===== src/hdl/pcl_pkg.sv =====
// Constants and types shared by the configuration and low-power block
package pcl_pkg;
	// Bus widths
	localparam int ADDR_W = 22;
	localparam int DATA_W = 16;
	localparam int SECT_N = 8;  // Refresh sections, one eighth of the array each
	// Power-up values of the two configuration registers
	localparam logic [15:0] BIC_RESET = 16'h9D4F;
	localparam logic [15:0] REF_RESET = 16'h0070;
	// Address bit that picks the register during a configuration access
	localparam int SEL_BIT = 19;
	// Bus configuration fields
	localparam int BL_LSB       = 0;
	localparam int BL_W         = 3;
	localparam int WRAP_BIT     = 3;
	localparam int WAIT_CFG_BIT = 8;
	localparam int WAIT_POL_BIT = 10;
	localparam int MODE_BIT     = 15;
	// Burst length codes
	localparam logic [2:0] BL_4    = 3'h1;
	localparam logic [2:0] BL_8    = 3'h2;
	localparam logic [2:0] BL_16   = 3'h3;
	localparam logic [2:0] BL_CONT = 3'h7;
	// Refresh configuration fields
	localparam int SECT_LSB = 0;
	localparam int SECT_W   = 3;
	localparam int PDN_BIT  = 4;                 // 0 puts the die into deep power-down
	localparam logic [2:0] SECT_NONE = 3'h4;
	// Positions in the synchronised pin vector
	localparam int PIN_CE   = 22;
	localparam int PIN_WE   = 23;
	localparam int PIN_OE   = 24;
	localparam int PIN_AVL  = 25;
	localparam int PIN_CFE  = 26;
	localparam int PIN_CLK  = 27;
	localparam int PIN_W    = 28;
	// Timing
	localparam int CLK_MHZ      = 100;
	localparam int INIT_TIME_US = 150;
	localparam int INIT_CYCLES  = INIT_TIME_US * CLK_MHZ;
	localparam int IDLE_TIME_US = 10;
	localparam int IDLE_CYCLES  = IDLE_TIME_US * CLK_MHZ;
	// Power states
	typedef enum logic [2:0] {
		PCL_ACTIVE,
		PCL_STANDBY,
		PCL_LOW_POWER,
		PCL_DEEP_DOWN,
		PCL_INIT
	} pcl_pwr_t;
endpackage : pcl_pkg


===== src/hdl/pcl_sync.sv =====
// Two-flop synchroniser for a vector of pin inputs
`timescale 1ns/1ps
module pcl_sync #(
	parameter int W = 1
) (
	// Clock and reset
	input  wire logic         mclk,
	input  wire logic         srst,
	// Pins in, synchronised copy out
	input  wire logic [W-1:0] pin_in,
	output logic      [W-1:0] pin_sync
);
	logic [W-1:0] meta_reg;  // First stage, read only by the second
	genvar i;
	// One pair of flops per bit
	generate
		for (i = 0; i < W; i++) begin : g_bit
			always_ff @(posedge mclk) begin
				if (srst) begin
					meta_reg[i] <= 1'b1;
					pin_sync[i] <= 1'b1;
				end else begin
					meta_reg[i] <= pin_in[i];
					pin_sync[i] <= meta_reg[i];
				end
			end
		end
	endgenerate
endmodule : pcl_sync


===== src/hdl/pcl_burst_addr.sv =====
// Read burst address generator with wrap and rollover
`timescale 1ns/1ps
module pcl_burst_addr (
	// Clock and reset
	input  wire logic                          mclk,
	input  wire logic                          srst,
	// Control
	input  wire logic                          load,
	input  wire logic                          step,
	input  wire logic [pcl_pkg::ADDR_W-1:0]    start_addr,
	input  wire logic [pcl_pkg::BL_W-1:0]      burst_len,
	input  wire logic                          no_wrap,
	// Current burst address
	output logic      [pcl_pkg::ADDR_W-1:0]    burst_addr
);
	import pcl_pkg::*;
	logic [ADDR_W-1:0] inc;   // Plain increment, rolls over to zero
	logic [ADDR_W-1:0] mask;  // Low bits that wrap inside the burst block
	logic [ADDR_W-1:0] nxt;
	// Wrap mask from the burst length
	always_comb begin
		inc  = burst_addr + 22'h000001;
		mask = 22'h000000;
		unique case (burst_len)
			BL_4:    mask = 22'h000003;
			BL_8:    mask = 22'h000007;
			BL_16:   mask = 22'h00000F;
			default: mask = 22'h000000;  // Continuous and reserved codes
		endcase
		// Sequential when wrap is off or continuous is chosen
		if (no_wrap || mask == 22'h000000) begin
			nxt = inc;
		end else begin
			nxt = (burst_addr & ~mask) | (inc & mask);
		end
	end
	// Address register
	always_ff @(posedge mclk) begin
		if (srst) begin
			burst_addr <= '0;
		end else if (load) begin
			burst_addr <= start_addr;
		end else if (step) begin
			burst_addr <= nxt;
		end
	end
endmodule : pcl_burst_addr


===== src/hdl/pcl_top.sv =====
// Configuration registers and low-power control of the pseudo-static RAM die
//
// How it works
// - Chip enable high keeps die in standby
// - Idle or finished access drops into low power; pin change goes active
// - Refresh limited to chosen fraction, bottom/top
// - Refreshed ranges work; others may lose data
// - Re-included sections usable right after write
// - Deep power-down stops all refresh
// - Leaving deep power-down starts initialization wait
// - Registers load defaults, writable in any power state
// - Register enable high targets config registers
// - Register value comes on the address pins
// - Async write captures on first rising strobe
// - Address bit 19 selects which register
// - Register read drives all 16 bits out
// - Bus register powers up to its default
// - Burst length selects 4/8/16 or continuous
// - Wrap clear wraps inside aligned block
// - Continuous burst rolls over to zero
// - Mode bit picks synchronous or asynchronous
// - Polarity bit picks WAIT asserted level
// - WAIT config bit picks WAIT timing
// - Refresh register powers up to its default
// - Low three bits select refresh sections
`timescale 1ns/1ps
module pcl_top #(
	parameter int INIT_CNT = pcl_pkg::INIT_CYCLES,
	parameter int IDLE_CNT = pcl_pkg::IDLE_CYCLES
) (
	// Clock and reset
	input  wire logic                          mclk,
	input  wire logic                          srst,
	// Memory bus control pins, active low unless named otherwise
	input  wire logic                          ce_n,
	input  wire logic                          we_n,
	input  wire logic                          oe_n,
	input  wire logic                          addr_valid_n,
	input  wire logic                          config_reg_enable,
	input  wire logic                          link_clk,
	// Address pins
	input  wire logic [pcl_pkg::ADDR_W-1:0]    addr,
	// Data pins, output side only
	output logic      [pcl_pkg::DATA_W-1:0]    dq_out,
	output logic                               dq_oe,
	// WAIT pin
	output logic                               wait_out,
	output logic                               wait_oe,
	// Power, refresh and mode status
	output logic                               standby,
	output logic                               low_power,
	output logic                               deep_power_down,
	output logic                               init_busy,
	output logic      [pcl_pkg::SECT_N-1:0]    refresh_mask,
	output logic                               sync_mode,
	// Read burst address
	output logic      [pcl_pkg::ADDR_W-1:0]    burst_addr
);
	import pcl_pkg::*;

	logic [PIN_W-1:0]  pin_raw;        // Pins gathered for the synchroniser
	logic [PIN_W-1:0]  pin_s;          // Synchronised pins
	logic [PIN_W-1:0]  pin_p_reg;      // Previous synchronised sample
	logic [DATA_W-1:0] bus_interface_config_reg;
	logic [DATA_W-1:0] refresh_config_reg;
	logic              wr_done_reg;    // A write already landed in this access
	pcl_pwr_t          pwr_reg;
	pcl_pwr_t          pwr_next;
	logic [13:0]       init_cnt_reg;   // Initialization countdown
	logic [13:0]       idle_cnt_reg;   // Cycles with unchanged inputs
	logic              wait_dly_reg;   // Wait request delayed by one cycle
	logic              burst_run_reg;  // A synchronous read burst is open

	// Decoded pin levels
	logic              ce_s, we_s, oe_s, avl_s, cfe_s, clk_s;
	logic              ce_p, we_p, avl_p, cfe_p, clk_p;
	logic [ADDR_W-1:0] addr_s, addr_p;
	logic              clk_rise, strobe_rise;
	logic              async_wr, sync_wr, cfg_wr;
	logic [DATA_W-1:0] wr_val;
	logic              cfg_rd;
	logic              pins_changed, op_done;
	logic              pdn_cfg, leave_pdn;
	logic              burst_load, burst_step;
	logic              wait_req, wait_asserted;

	assign pin_raw = {link_clk, config_reg_enable, addr_valid_n, oe_n, we_n, ce_n, addr};

	// Every pin passes two flops before any logic looks at it
	pcl_sync #(
		.W (PIN_W)
	) u_sync (
		.mclk     (mclk),
		.srst     (srst),
		.pin_in   (pin_raw),
		.pin_sync (pin_s)
	);

	// Previous sample, used for edge and change detection
	always_ff @(posedge mclk) begin
		if (srst) begin
			pin_p_reg <= '1;
		end else begin
			pin_p_reg <= pin_s;
		end
	end

	assign ce_s   = pin_s[PIN_CE];
	assign we_s   = pin_s[PIN_WE];
	assign oe_s   = pin_s[PIN_OE];
	assign avl_s  = pin_s[PIN_AVL];
	assign cfe_s  = pin_s[PIN_CFE];
	assign clk_s  = pin_s[PIN_CLK];
	assign addr_s = pin_s[ADDR_W-1:0];
	assign ce_p   = pin_p_reg[PIN_CE];
	assign we_p   = pin_p_reg[PIN_WE];
	assign avl_p  = pin_p_reg[PIN_AVL];
	assign cfe_p  = pin_p_reg[PIN_CFE];
	assign clk_p  = pin_p_reg[PIN_CLK];
	assign addr_p = pin_p_reg[ADDR_W-1:0];

	// The bus clock is sampled, so it must run well below mclk
	assign clk_rise = clk_s & ~clk_p;
	// Any of the three write-closing strobes going high
	assign strobe_rise = (avl_s & ~avl_p) | (ce_s & ~ce_p) | (we_s & ~we_p);

	// Asynchronous write: value is the address held just before the first edge.
	// Byte enables are not even brought into the block.
	assign async_wr = bus_interface_config_reg[MODE_BIT] & cfe_p & ~ce_p & ~we_p
	                  & strobe_rise & ~wr_done_reg;
	// Synchronous write: taken on the bus clock edge with address valid low
	assign sync_wr = ~bus_interface_config_reg[MODE_BIT] & clk_rise & cfe_s & ~ce_s
	                 & ~we_s & ~avl_s & ~wr_done_reg;
	assign cfg_wr  = async_wr | sync_wr;
	// Register data arrives on the address pins, never on the data pins
	assign wr_val  = async_wr ? addr_p[DATA_W-1:0] : addr_s[DATA_W-1:0];

	// Register read: only the select bit of the address matters
	assign cfg_rd = cfe_s & ~ce_s & ~oe_s & we_s;

	// Only one write per access, so a later strobe edge cannot rewrite
	always_ff @(posedge mclk) begin
		if (srst) begin
			wr_done_reg <= 1'b0;
		end else if (cfg_wr) begin
			wr_done_reg <= 1'b1;
		end else if (ce_s) begin
			wr_done_reg <= 1'b0;  // Access ended
		end
	end

	// Bus configuration register, default loaded at reset
	always_ff @(posedge mclk) begin
		if (srst) begin
			bus_interface_config_reg <= BIC_RESET;
		end else if (cfg_wr && (async_wr ? addr_p[SEL_BIT] : addr_s[SEL_BIT])) begin
			bus_interface_config_reg <= wr_val;
		end
	end

	// Refresh configuration register, default loaded at reset.
	// Writes are accepted at any time, even in deep power-down, where the host writes to leave it.
	always_ff @(posedge mclk) begin
		if (srst) begin
			refresh_config_reg <= REF_RESET;
		end else if (cfg_wr && !(async_wr ? addr_p[SEL_BIT] : addr_s[SEL_BIT])) begin
			refresh_config_reg <= wr_val;
		end
	end

	// Deep power-down is the power-down bit at zero
	assign pdn_cfg   = ~refresh_config_reg[PDN_BIT];
	// Coming back out of deep power-down needs an initialization
	assign leave_pdn = (pwr_reg == PCL_DEEP_DOWN) & ~pdn_cfg;

	// Change on any address or control pin other than the link clock wakes the die up
	assign pins_changed = (pin_s[PIN_CFE:0] != pin_p_reg[PIN_CFE:0]);
	// Rising write or output enable with the chip still selected ends an access
	assign op_done = ~ce_s & ((we_s & ~we_p) | (oe_s & ~pin_p_reg[PIN_OE]));

	// Power state choice
	always_comb begin
		pwr_next = pwr_reg;
		unique case (pwr_reg)
			PCL_DEEP_DOWN: begin
				if (leave_pdn) begin
					pwr_next = PCL_INIT;
				end
			end
			PCL_INIT: begin
				if (pdn_cfg) begin
					pwr_next = PCL_DEEP_DOWN;
				end else if (init_cnt_reg == 14'h0000) begin
					pwr_next = ce_s ? PCL_STANDBY : PCL_ACTIVE;
				end
			end
			PCL_STANDBY, PCL_ACTIVE, PCL_LOW_POWER: begin
				if (pdn_cfg) begin
					pwr_next = PCL_DEEP_DOWN;
				end else if (ce_s) begin
					pwr_next = PCL_STANDBY;
				end else if (pins_changed) begin
					pwr_next = PCL_ACTIVE;
				end else if (op_done || idle_cnt_reg == 14'(IDLE_CNT - 1)) begin
					pwr_next = PCL_LOW_POWER;
				end
			end
		endcase
	end

	// Power state register
	always_ff @(posedge mclk) begin
		if (srst) begin
			pwr_reg <= PCL_STANDBY;
		end else begin
			pwr_reg <= pwr_next;
		end
	end

	// Initialization countdown; the host must wait it out
	always_ff @(posedge mclk) begin
		if (srst) begin
			init_cnt_reg <= '0;
		end else if (leave_pdn) begin
			init_cnt_reg <= 14'(INIT_CNT - 1);
		end else if (pwr_reg == PCL_INIT && init_cnt_reg != 14'h0000) begin
			init_cnt_reg <= init_cnt_reg - 14'h0001;
		end
	end

	// Idle counter, restarted by any address or control pin change except the link clock, or by deselect; saturates at the threshold
	always_ff @(posedge mclk) begin
		if (srst) begin
			idle_cnt_reg <= '0;
		end else if (pins_changed || ce_s) begin
			idle_cnt_reg <= '0;
		end else if (idle_cnt_reg != 14'(IDLE_CNT - 1)) begin
			idle_cnt_reg <= idle_cnt_reg + 14'h0001;
		end
	end

	// Power status outputs
	always_ff @(posedge mclk) begin
		if (srst) begin
			standby         <= 1'b1;
			low_power       <= 1'b0;
			deep_power_down <= 1'b0;
			init_busy       <= 1'b0;
		end else begin
			standby         <= (pwr_next == PCL_STANDBY);
			low_power       <= (pwr_next == PCL_LOW_POWER);
			deep_power_down <= (pwr_next == PCL_DEEP_DOWN);
			init_busy       <= (pwr_next == PCL_INIT);
		end
	end

	// Refresh per eighth of the array. A section that leaves the mask may lose
	// its data; one that rejoins is refreshed from the very next cycle.
	genvar s;
	generate
		for (s = 0; s < SECT_N; s++) begin : g_sect
			logic [3:0] size;  // Sections kept by the code
			logic [2:0] psel;
			assign psel = refresh_config_reg[SECT_LSB +: SECT_W];
			assign size = (psel[1:0] == 2'h0) ? 4'h8 :
			              (psel[1:0] == 2'h1) ? 4'h4 :
			              (psel[1:0] == 2'h2) ? 4'h2 : 4'h1;
			always_ff @(posedge mclk) begin
				if (srst) begin
					refresh_mask[s] <= 1'b1;
				end else if (pdn_cfg || psel == SECT_NONE) begin
					refresh_mask[s] <= 1'b0;
				end else if (psel[2]) begin
					refresh_mask[s] <= (4'(s) >= 4'h8 - size);
				end else begin
					refresh_mask[s] <= (4'(s) < size);
				end
			end
		end
	endgenerate

	// Operating mode seen by the rest of the die
	always_ff @(posedge mclk) begin
		if (srst) begin
			sync_mode <= 1'b0;
		end else begin
			sync_mode <= ~bus_interface_config_reg[MODE_BIT];
		end
	end

	// Read burst tracking: the bus clock edge with address valid starts one
	assign burst_load = ~bus_interface_config_reg[MODE_BIT] & clk_rise & ~ce_s
	                    & ~avl_s & we_s & ~cfe_s;
	assign burst_step = clk_rise & ~ce_s & burst_run_reg & ~burst_load;

	always_ff @(posedge mclk) begin
		if (srst) begin
			burst_run_reg <= 1'b0;
		end else if (burst_load) begin
			burst_run_reg <= 1'b1;
		end else if (ce_s) begin
			burst_run_reg <= 1'b0;  // Deselect closes the burst
		end
	end

	// Length and wrap shape reads only, writes never use this address
	pcl_burst_addr u_burst (
		.mclk       (mclk),
		.srst       (srst),
		.load       (burst_load),
		.step       (burst_step),
		.start_addr (addr_s),
		.burst_len  (bus_interface_config_reg[BL_LSB +: BL_W]),
		.no_wrap    (bus_interface_config_reg[WRAP_BIT]),
		.burst_addr (burst_addr)
	);

	// Data pins carry the selected register during a register read.
	// Array data is outside this block, so otherwise they stay released.
	always_ff @(posedge mclk) begin
		if (srst) begin
			dq_out <= '0;
			dq_oe  <= 1'b0;
		end else if (cfg_rd) begin
			dq_out <= addr_s[SEL_BIT] ? bus_interface_config_reg : refresh_config_reg;
			dq_oe  <= 1'b1;
		end else begin
			dq_out <= '0;
			dq_oe  <= 1'b0;
		end
	end

	// WAIT request while the die cannot serve an access
	assign wait_req      = ~ce_s & (pwr_reg == PCL_INIT);
	// Early timing asserts with the request, late timing one cycle after
	assign wait_asserted = bus_interface_config_reg[WAIT_CFG_BIT] ? wait_req : wait_dly_reg;

	always_ff @(posedge mclk) begin
		if (srst) begin
			wait_dly_reg <= 1'b0;
		end else begin
			wait_dly_reg <= wait_req;
		end
	end

	// WAIT is driven whenever the chip is selected, at the chosen polarity
	always_ff @(posedge mclk) begin
		if (srst) begin
			wait_out <= 1'b0;
			wait_oe  <= 1'b0;
		end else begin
			wait_out <= ~(wait_asserted ^ bus_interface_config_reg[WAIT_POL_BIT]);
			wait_oe  <= ~ce_s;
		end
	end
endmodule : pcl_top


===== config.mk =====
export PLATFORM = sky130hd
export DESIGN_NAME = pcl_top
export DESIGN_NICKNAME = d
export VERILOG_FILES = /design/src/hdl/pcl_pkg.sv /design/src/hdl/pcl_sync.sv /design/src/hdl/pcl_burst_addr.sv /design/src/hdl/pcl_top.sv
export SDC_FILE = /design/constraint.sdc
export NUM_CORES = 1
export LEC_CHECK = 0
export ABC_AREA = 1
export ABC_CLOCK_PERIOD_IN_PS = 2500
export BUFFER_PORTS_ARGS = -buffer_cell sky130_fd_sc_hd__buf_2
export CORE_MARGIN = 2
export CORE_UTILIZATION = 35
export DETAILED_ROUTE_END_ITERATION = 7
export PLACE_DENSITY = 0.49
export SLEW_MARGIN = 40
export SYNTH_ARGS = -nofsm -noshare
export SYNTH_HDL_FRONTEND = slang
export SYNTH_SLANG_ARGS = --single-unit

===== constraint.sdc =====
create_clock -name mclk -period 2.5 [get_ports mclk]
set_input_delay 0.125 -clock mclk [delete_from_list [all_inputs] [get_ports mclk]]
set_output_delay 0.125 -clock mclk [all_outputs]
set_load 0.05 [all_outputs]

==> results of run 1 <==
cells in the mapped netlist (2+ instances only):
cell,number
sky130_fd_sc_hd__a211oi_1,4
sky130_fd_sc_hd__a21oi_1,85
sky130_fd_sc_hd__a31oi_1,7
sky130_fd_sc_hd__buf_2,8
sky130_fd_sc_hd__buf_4,4
sky130_fd_sc_hd__clkbuf_1,22
sky130_fd_sc_hd__dfxtp_1,202
sky130_fd_sc_hd__ha_1,7
sky130_fd_sc_hd__inv_1,108
sky130_fd_sc_hd__inv_2,17
sky130_fd_sc_hd__nand2_1,208
sky130_fd_sc_hd__nand2_2,3
sky130_fd_sc_hd__nand2_4,2
sky130_fd_sc_hd__nand3_1,35
sky130_fd_sc_hd__nand3b_1,2
sky130_fd_sc_hd__nand4_1,7
sky130_fd_sc_hd__nor2_1,117
sky130_fd_sc_hd__nor2_2,5
sky130_fd_sc_hd__nor3_1,24
sky130_fd_sc_hd__nor3_2,4
sky130_fd_sc_hd__nor3b_1,2
sky130_fd_sc_hd__o211ai_1,5
sky130_fd_sc_hd__o21a_1,2
sky130_fd_sc_hd__o21ai_0,44
sky130_fd_sc_hd__o21ai_1,39
sky130_fd_sc_hd__o21ai_4,2
sky130_fd_sc_hd__o221ai_1,2
sky130_fd_sc_hd__or2_1,2
sky130_fd_sc_hd__or2_2,63
sky130_fd_sc_hd__xnor2_1,14
sky130_fd_sc_hd__xor2_1,12
layout by cell type, fill, tap and decap left out, drive strengths merged, types with 14 or more instances in the layout:
master | netlist | final
a21oi | 85 | 85
buf | 14 | 93
clkbuf | 22 | 32
dfxtp | 202 | 202
dlygate4sd3 | 0 | 28
inv | 125 | 125
nand2 | 213 | 213
nand3 | 35 | 35
nor2 | 123 | 123
nor3 | 29 | 29
o21ai | 85 | 85
or2 | 65 | 65
xnor2 | 14 | 14
metrics by stage:
step	cells	total power (uW)	setup slack, ns	area [um^2]
CTS	1516	7259	0.3442	10110
global placement	1450	3615	0.3200	9017
floorplan	1074	3523	0.4551	8270
finish	1516	7163	0.3612	10110
detailed placement	1450	3617	0.3543	9017
global route	1516	7431	0.1085	10110
where the power goes:
part / internal, uW / total (uW) / switching (uW)
registers: 3280 / 3310 / 33.2
logic: 121 / 264 / 143
clock network: 2290 / 3590 / 1300
what timing repair did:
item	4_1_cts	5_1_grt
setup endpoints to repair	0	0
hold endpoints to repair	28	0
hold buffers	28	0
cell families (layout without fill, tap and decap cells):
kind of cell	count (synthesis)	in the layout	share of synthesized area [%]
simple gates	480	480	26.37
xor+xnor	26	26	2.753
flops	202	202	48.90
fa+ha+maj	7	7	1.059
buf+inv	162	285	7.761
compound gates	197	197	13.16
path summary, 6_finish.rpt:
| kind | end | slack (ns) | depth (start not counted) |
|---|---|---|---|
| worst min register to register | u_sync.pin_sync[18] | 0.41 | 1 |
| worst max register to register | idle_cnt_reg[9] | 0.36 | 11 |
| worst max-delay path | idle_cnt_reg[9] | 0.36 | 11 |
| worst min-delay path | sync_mode | 0.08 | 2 |
routing by layer:
layer,vias to the layer above,track usage (%),part of all wire [%]
met5,-,0,0
met4,0,4.675,2.6
met3,30,2.601,3.6
met2,120,25.98,42
met1,3083,24.73,52
li1,3651,-,-
final cells by class:
cell class | count | area share [%]
sequential | 202 | 40.01
multi-input combinational | 710 | 35.47
timing repair buffer | 121 | 7.873
clock buffer | 32 | 6.722
inverter | 126 | 4.692
tap | 319 | 3.949
clock inverter | 6 | 1.287
==> impl_metrics.json, run 1 <==
{
  "synth_nets": 1111,
  "layout-drive-gt1-share_pct": 19.38,
  "hold_class": "in -> reg",
  "finClkSkew_ns": 0.01044,
  "critPathMaxFanout": 11,
  "grt_setup_unrepaired": "false",
  "outcome": "finished, final reports clean",
  "hold_path_startpoint": "srst",
  "cts_tree": "yes",
  "crit_chain": "ha_1 -> nand2_1 -> nor2_1 -> o21ai_1 -> nor2_1 -> nand2_1 -> nor2_1 -> nand2_1 -> nor2_2 -> inv_2 -> nor3b_1",
  "cts_root_buffer": "sky130_fd_sc_hd__clkbuf_16",
  "final_net_count": 1221,
  "via_count_of_the_first_global_routing_pass": 6467,
  "cellPowerDensity_mw_per_mm2": 708.7,
  "worst_setup_path_start_kind": "register",
  "fp-row-count": 56,
  "io_buffer_count": 83,
  "maximum_clock_frequency_mhz": 467.5,
  "synth-warning-count": 0,
  "post_drt_wl_per_cell_um": 13.52,
  "syn_area_mm2": 0.008270,
  "routabilityCongestion": 0.8434,
  "final_period_minus_worst_setup_slack_ns": 2.139,
  "critPathCaptureType": "register",
  "floorplan.die_area_mm2": 0.02488,
  "final-setup-viol-count": 0,
  "final.setup.tns_ns": 0,
  "clock_sink_count": 202,
  "globalRouteTotalUtil_pct": 16.97,
  "cpPeakStageDelay_ns": 0.37,
  "yosysSeqAreaShare_pct": 48.90,
  "drv.max_cap_violation_count": 0,
  "synthesis.area_per_instance_um2": 7.701,
  "clk_pin_slew_ns": 0.06,
  "ir_worst_vdd_uv": 385.7,
  "ports_placed_on_the_boundary": 84,
  "fp.dieH_um": 157.7,
  "worst-slew-pin-transition_ns": 0.5635,
  "insertedDiodeCount": 0,
  "period_share_pct": 85.55,
  "grt_first_pass_wirelength_um": 33850,
  "timing.critical_path.arrival_ns": 2.56,
  "synth_top_cell_by_area": "sky130_fd_sc_hd__dfxtp_1",
  "path_delay_family": "simple AND/OR/NAND/NOR gates",
  "ctsLongestPathBuffers": 3,
  "count_of_flip_flops_with_a_built_in_enable_after_synthesis": 0,
  "ctsHtreeMaxLevel": 1,
  "postLayoutCoreUtil_pct": 43.32,
  "synthToLayoutAreaGrowth_pct": 22.21,
  "critical_path.n_buffers_inverters": 1,
  "synthCells": 1074,
  "ys_async_sr_fraction_pct": 0,
  "cts_post_setup_buffers_inserted": 0,
  "drc_errors": 0,
  "dominantRegCellSynth": "sky130_fd_sc_hd__dfxtp_1",
  "setup.worst_path.class": "reg -> reg",
  "drt-initial-drc-count": 406,
  "cp_slowest_cell": "sky130_fd_sc_hd__dfxtp_1",
  "tritoncts_buffer_count": 23,
  "core_mm2": 0.02333,
  "drtAntennaViolNets": 0,
  "required_ns": 2.92,
  "worst_hold_check_slack_ns": 0.07674,
  "ys_ff_latch": 202,
  "antenna_found_initial": 0,
  "yosys.cell_types.count": 47,
  "grt_start_max_net_pins": 68,
  "initial_utilization_pct": 35.45,
  "synth_top_area_share_pct": 48.90,
  "routed-via-count": 6884,
  "worst_r2r_startpoint": "u_sync.pin_sync[22]",
  "ys_top_cells_by_area": "sky130_fd_sc_hd__dfxtp_1 (49%), sky130_fd_sc_hd__nand2_1 (9.4%), sky130_fd_sc_hd__nor2_1 (5.3%)",
  "postRouteWirelength_um": 20500,
  "first_pass_iters": 5,
  "hold_viol": 0,
  "multi_input_area_mm2": 0.003585,
  "seq_area_mm2": 0.004044,
  "num-fill-cells": 2411,
  "p_leak_uw": 0.004621,
  "chipWidth_um": 157.7,
  "via_per_inst": 4.541,
  "detailedPlacementHpwl_um": 14500,
  "clk-insertion-delay-late_ns": 0.50,
  "cts_resized": 0,
  "crit_path_start": "u_sync.pin_sync[22]",
  "overflow_after_grt": 0,
  "timing.final.max_slew_violations": 0,
  "relSlewSlack_pct": 62.44
}
(Power assumes the default switching activity.)
==> run 2: changes to the inputs <==
--- a/config.mk
+++ b/config.mk
@@ -9,9 +9,9 @@
 export ABC_CLOCK_PERIOD_IN_PS = 2500
 export BUFFER_PORTS_ARGS = -buffer_cell sky130_fd_sc_hd__buf_2
 export CORE_MARGIN = 2
-export CORE_UTILIZATION = 35
+export CORE_UTILIZATION = 25
 export DETAILED_ROUTE_END_ITERATION = 7
-export PLACE_DENSITY = 0.49
+export PLACE_DENSITY = 0.37
 export SLEW_MARGIN = 40
 export SYNTH_ARGS = -nofsm -noshare
 export SYNTH_HDL_FRONTEND = slang
==> run 2 against run 1 <==
- sequential cell count unchanged
- clock power increased by 5.6%
- total power increased by 2.9%
- clock skew increased by 0.0045 ns
- register-to-register slack got worse by 0.04 ns
- worst hold slack improved by 0.24 ns
- wire length increased by 14%
- first-iteration DRC count decreased by 16%
- clock-buffer cell count increased by 3
- maximum frequency decreased by 2.0%
- non-clock buffer count increased by 3
- critical path type unchanged
- critical endpoint is now u_burst.burst_addr[10]
- largest power group unchanged
- highest routed layer unchanged
==> impl_metrics.json, run 2 (synthesis gave the netlist of run 1 again) <==
{
  "outcome": "finished, final reports clean",
  "num-fill-cells": 3529,
  "critPathCaptureType": "register",
  "path_delay_family": "buffers and inverters",
  "worst-slew-pin-transition_ns": 0.6437,
  "grt_setup_unrepaired": "false",
  "critical_path.n_buffers_inverters": 4,
  "routed.top_layer": "met4",
  "drtAntennaViolNets": 0,
  "cts_post_setup_buffers_inserted": 0,
  "final_period_minus_worst_setup_slack_ns": 2.182,
  "drv.max_cap_violation_count": 0,
  "worst_setup_path_start_kind": "register",
  "fp.dieH_um": 185.9,
  "crit_chain": "inv_1 -> nand3_1 -> buf_4 -> nand3_1 -> nand2_4 -> clkinv_2 -> o211ai_1 -> inv_1",
  "final-setup-viol-count": 0,
  "globalRouteTotalUtil_pct": 13.92,
  "grt_first_pass_wirelength_um": 37690,
  "via_per_inst": 4.223,
  "initial_utilization_pct": 25.42,
  "routabilityCongestion": 0.8170,
  "layout-drive-gt1-share_pct": 19.67,
  "multi_input_area_mm2": 0.003587,
  "ctsHtreeMaxLevel": 1,
  "detailroute.wirelength.met3_um": 853,
  "cp_slowest_cell": "sky130_fd_sc_hd__dfxtp_1",
  "postLayoutCoreUtil_pct": 31.73,
  "relSlewSlack_pct": 56.76,
  "final_net_count": 1226,
  "drc_errors": 0,
  "maximum_clock_frequency_mhz": 458.2,
  "antenna_found_initial": 0,
  "grt_start_max_net_pins": 51,
  "route.layer.met1.wl_um": 11750,
  "fp-row-count": 66,
  "postRouteWirelength_um": 23280,
  "ir_worst_vdd_uv": 413.5,
  "stdcell_count": 1647,
  "synthToLayoutAreaGrowth_pct": 24.83,
  "required_ns": 2.91,
  "detailedPlacementHpwl_um": 16870,
  "seq_area_mm2": 0.004044,
  "finClkSkew_ns": 0.01494,
  "final.setup.tns_ns": 0,
  "clock_sink_count": 202,
  "via_count_of_the_first_global_routing_pass": 6676,
  "hold_viol": 0,
  "insertedDiodeCount": 0,
  "post_drt_wl_per_cell_um": 14.14,
  "overflow_after_grt": 0,
  "design_area_mm2": 0.01032,
  "timing.critical_path.arrival_ns": 2.59,
  "cellPowerDensity_mw_per_mm2": 713.9,
  "ctsLongestPathBuffers": 3,
  "final_common_cell": "sky130_fd_sc_hd__nand2_1",
  "critPathMaxFanout": 19,
  "cts_root_buffer": "sky130_fd_sc_hd__clkbuf_16",
  "io_buffer_count": 83,
  "cts_tree": "yes",
  "period_share_pct": 87.29,
  "core_mm2": 0.03254,
  "floorplan.die_area_mm2": 0.03455,
  "placed_cells_incl_taps": 1575,
  "clk_pin_slew_ns": 0.06,
  "detailroute.wirelength.met2_um": 10120,
  "hold_class": "in -> reg",
  "setup.worst_path.class": "reg -> reg",
  "clk-insertion-delay-late_ns": 0.53,
  "place_area_mm2": 0.009174,
  "routed-via-count": 6956,
  "final_cell_mix": "sky130_fd_sc_hd__nand2_1 (208), sky130_fd_sc_hd__dfxtp_1 (202), sky130_fd_sc_hd__nor2_1 (116)",
  "p_leak_uw": 0.004654,
  "drt-initial-drc-count": 342,
  "chipWidth_um": 185.9,
  "first_pass_iters": 4,
  "ports_placed_on_the_boundary": 84,
  "tritoncts_buffer_count": 25,
  "timing.final.max_slew_violations": 0,
  "cpPeakStageDelay_ns": 0.44
}
-- run 2: cell count changes in the layout (fill, tap and decap cells not counted), moves of 2 or more --
cell	previous run	this run
sky130_fd_sc_hd__buf_4	8	11
sky130_fd_sc_hd__clkbuf_16	23	25
sky130_fd_sc_hd__clkbuf_1	2	5
sky130_fd_sc_hd__clkbuf_8	7	5
-- run 2: area by class of cell --
type                            count  area share [%]
Timing Repair Buffer              124           7.829
Clock inverter                      8           1.394
Inverter                          126           4.593
Clock buffer                       35           6.908
Sequential cell                   202           39.17
Tap cell                          442           5.357
Multi-Input combinational cell    710           34.75
-- run 2: timing repair --
item                                    in CTS  in global routing
hold buffers                                29                  0
hold endpoints to repair                    31                  0
gates resized for setup                      0                  1
endpoints found under the setup margin       0                  2
-- run 2: layer usage --
layer	global-route usage, %	vias up
li1	-	3662
met1	19.49	3158
met2	21.84	105
met3	2.270	31
met4	4.315	0
met5	0	-
-- run 2: path summary, 6_finish.rpt --
kind                       start                      to  slack, ns  cells past startpoint
min                     addr[11]     u_sync.meta_reg[11]       0.31                      3
min reg2reg  u_sync.meta_reg[19]     u_sync.pin_sync[19]       0.41                      1
max reg2reg  u_sync.pin_sync[22]  u_burst.burst_addr[10]       0.32                      8
max          u_sync.pin_sync[22]  u_burst.burst_addr[10]       0.32                      8
-- run 2: worst register-to-register path: stages (launching register included) --
cell	delay [ns]
sky130_fd_sc_hd__dfxtp_1	0.44
sky130_fd_sc_hd__inv_1	0.15
sky130_fd_sc_hd__nand3_1	0.18
sky130_fd_sc_hd__buf_4	0.24
sky130_fd_sc_hd__nand3_1	0.18
sky130_fd_sc_hd__nand2_4	0.25
sky130_fd_sc_hd__clkinv_2	0.31
sky130_fd_sc_hd__o211ai_1	0.26
sky130_fd_sc_hd__inv_1	0.06
-- run 2: stage by stage --
stage | worst slack [ns] | hold slack (ns) | power [uW]
global route | 0.07174 | 0.3039 | 7677
finish | 0.3176 | 0.3142 | 7371
global placement | 0.2074 | 0.3106 | 3629
CTS | 0.1877 | 0.2810 | 7529
detailed placement | 0.2317 | 0.3086 | 3629
floorplan | 0.4551 | 0.2144 | 3523
-- run 2: power by group --
group          switching [uW]  internal, uW  total (uW)
combinational             148           124         272
sequential               36.4          3280        3310
clock                    1400          2380        3790
==> run 3: changes to the inputs <==
--- a/config.mk
+++ b/config.mk
@@ -9,9 +9,8 @@
 export ABC_CLOCK_PERIOD_IN_PS = 2500
 export BUFFER_PORTS_ARGS = -buffer_cell sky130_fd_sc_hd__buf_2
 export CORE_MARGIN = 2
-export CORE_UTILIZATION = 25
+export CORE_UTILIZATION = 45
 export DETAILED_ROUTE_END_ITERATION = 7
-export PLACE_DENSITY = 0.37
 export SLEW_MARGIN = 40
 export SYNTH_ARGS = -nofsm -noshare
 export SYNTH_HDL_FRONTEND = slang
==> constraint.sdc (replaced) <==
create_clock -name mclk -period 2.5 [get_ports mclk]
set_input_delay 0.375 -clock mclk [delete_from_list [all_inputs] [get_ports mclk]]
set_output_delay 0.375 -clock mclk [all_outputs]
set_load 0.05 [all_outputs]
==> run 3 against run 2 <==
- combinational power is 17% lower
- clock power is 9.0% lower
- critical path type unchanged
- sequential power hardly changed
==> impl_metrics.json, run 3 (synthesis gave the netlist of run 1 again) <==
{
  "layout-drive-gt1-share_pct": 19.78,
  "chipWidth_um": 139.6,
  "drc_errors": 0,
  "final-setup-viol-count": 0,
  "final_net_count": 1190,
  "seq_area_mm2": 0.004044,
  "clk_pin_slew_ns": 0.06,
  "required_ns": 2.92,
  "regToRegEndpoint": "idle_cnt_reg[9]",
  "drtAntennaViolNets": 0,
  "clock_sink_count": 202,
  "r2r_slack_ns": 0.40,
  "fp-row-count": 49,
  "p_leak_uw": 0.004473,
  "timing.critical_path.to": "idle_cnt_reg[9]",
  "cp_slowest_cell": "sky130_fd_sc_hd__dfxtp_1",
  "relSlewSlack_pct": 63.20,
  "num-fill-cells": 1749,
  "critPathMaxFanout": 11,
  "routed-via-count": 6841,
  "path_delay_family": "simple AND/OR/NAND/NOR gates",
  "floorplan.die_area_mm2": 0.01948,
  "critical_path.n_buffers_inverters": 1,
  "postLayoutCoreUtil_pct": 53.61,
  "first_pass_iters": 5,
  "via_per_inst": 4.897,
  "outcome": "finished, final reports clean",
  "final.setup.tns_ns": 0,
  "timing.final.max_slew_violations": 0,
  "maximum_clock_frequency_mhz": 475.5,
  "grt_first_pass_wirelength_um": 31150,
  "initial_utilization_pct": 45.88,
  "grt_setup_unrepaired": "false",
  "drt-initial-drc-count": 489,
  "postRouteWirelength_um": 18830,
  "final_common_cell": "sky130_fd_sc_hd__nand2_1",
  "cts_hold_repair.buffers": 0,
  "overflow_after_grt": 0,
  "drv.max_cap_violation_count": 0,
  "cellPowerDensity_mw_per_mm2": 723.3,
  "cts_post_setup_buffers_inserted": 0,
  "worst-slew-pin-transition_ns": 0.5463,
  "core_mm2": 0.01802,
  "ff2ff_path_depth": 11,
  "cts_tree": "yes",
  "grt_start_max_net_pins": 72,
  "globalRouteTotalUtil_pct": 19.28,
  "timing.critical_path.arrival_ns": 2.52,
  "period_share_pct": 84.12,
  "critPathCaptureType": "register",
  "crit_chain": "ha_1 -> nand2_1 -> nor2_1 -> o21ai_1 -> nor2_1 -> nand2_1 -> nor2_1 -> nand2_1 -> nor2_2 -> inv_2 -> nor3b_1",
  "antenna_found_initial": 0,
  "synthToLayoutAreaGrowth_pct": 16.84,
  "setup.worst_path.class": "reg -> reg",
  "crit_path_start": "u_sync.pin_sync[22]",
  "worst_r2r_startpoint": "u_sync.pin_sync[22]",
  "finClkSkew_ns": 0.01427,
  "fp.dieH_um": 139.6,
  "clk-insertion-delay-late_ns": 0.51,
  "hold_class": "in -> reg",
  "detailedPlacementHpwl_um": 13270,
  "cts_resized": 0,
  "cpPeakStageDelay_ns": 0.36,
  "via_count_of_the_first_global_routing_pass": 6114,
  "io_buffer_count": 83,
  "hold_viol": 0,
  "final_cell_mix": "sky130_fd_sc_hd__nand2_1 (208), sky130_fd_sc_hd__dfxtp_1 (202), sky130_fd_sc_hd__nor2_1 (117)",
  "ctsHtreeMaxLevel": 1,
  "routabilityCongestion": 0.9088,
  "tritoncts_buffer_count": 22,
  "ctsLongestPathBuffers": 3,
  "cts_root_buffer": "sky130_fd_sc_hd__clkbuf_16",
  "ports_placed_on_the_boundary": 84,
  "multi_input_area_mm2": 0.003585,
  "final_period_minus_worst_setup_slack_ns": 2.103,
  "post_drt_wl_per_cell_um": 13.48,
  "cp_num_cells": 11,
  "ir_worst_vdd_uv": 675.1,
  "insertedDiodeCount": 0,
  "worst_setup_path_start_kind": "register",
  "number_of_instances_on_the_worst_hold_path": 2
}
==> run 3: how the worst min path moves through the flow <==
stage	startpoint	to	slack, ns
finish	addr[5]	u_sync.meta_reg[5]	0.05
global route	addr[5]	u_sync.meta_reg[5]	0.03
CTS	addr[5]	u_sync.meta_reg[5]	0.02
detailed placement	u_sync.meta_reg[26]	u_sync.pin_sync[26]	0.39
global placement	u_sync.meta_reg[5]	u_sync.pin_sync[5]	0.39
floorplan	u_sync.meta_reg[0]	u_sync.pin_sync[0]	0.39
==> run 3: routing by layer <==
metal / vias up / GRT usage [%] / wire, um
li1: 3592 / - / -
met1: 3079 / 28.71 / 9574
met2: 144 / 29.41 / 8077
met3: 26 / 3.166 / 841
met4: 0 / 4.474 / 342
met5: - / 0 / 0
==> run 3: through the flow <==
stage | power, uW | hold WS (ns) | instances | cell area (um^2) | setup slack, ns
2_1_floorplan | 3523 | 0.3895 | 1074 | 8270 | 0.4551
3_3_place_gp | 3604 | 0.3914 | 1358 | 8877 | 0.4222
3_5_place_dp | 3606 | 0.3928 | 1358 | 8877 | 0.4345
4_1_cts | 7069 | 0.02448 | 1397 | 9663 | 0.3914
5_1_grt | 7237 | 0.02981 | 1397 | 9663 | 0.1981
6_report | 6989 | 0.04726 | 1397 | 9663 | 0.3971
==> run 3: layout make-up <==
type	instances	area share, %
Clock buffer	31	6.889
Clock inverter	8	1.243
Inverter	126	4.907
Multi-Input combinational cell	710	37.10
Sequential cell	202	41.85
Tap cell	229	2.965
Timing Repair Buffer	91	5.050
==> run 3: where the power goes <==
group / total, uW / internal, uW / switching [uW]
clock: 3450 / 2160 / 1300
combinational: 225 / 92.3 / 133
sequential: 3310 / 3280 / 33.4
total: 6990 / 5530 / 1460
==> run 3: worst register-to-register path: stages, from the launching register on <==
cell	delay (ns)
sky130_fd_sc_hd__dfxtp_1	0.36
sky130_fd_sc_hd__ha_1	0.30
sky130_fd_sc_hd__nand2_1	0.07
sky130_fd_sc_hd__nor2_1	0.08
sky130_fd_sc_hd__o21ai_1	0.09
sky130_fd_sc_hd__nor2_1	0.15
sky130_fd_sc_hd__nand2_1	0.07
sky130_fd_sc_hd__nor2_1	0.26
sky130_fd_sc_hd__nand2_1	0.12
sky130_fd_sc_hd__nor2_2	0.20
sky130_fd_sc_hd__inv_2	0.15
sky130_fd_sc_hd__nor3b_1	0.20
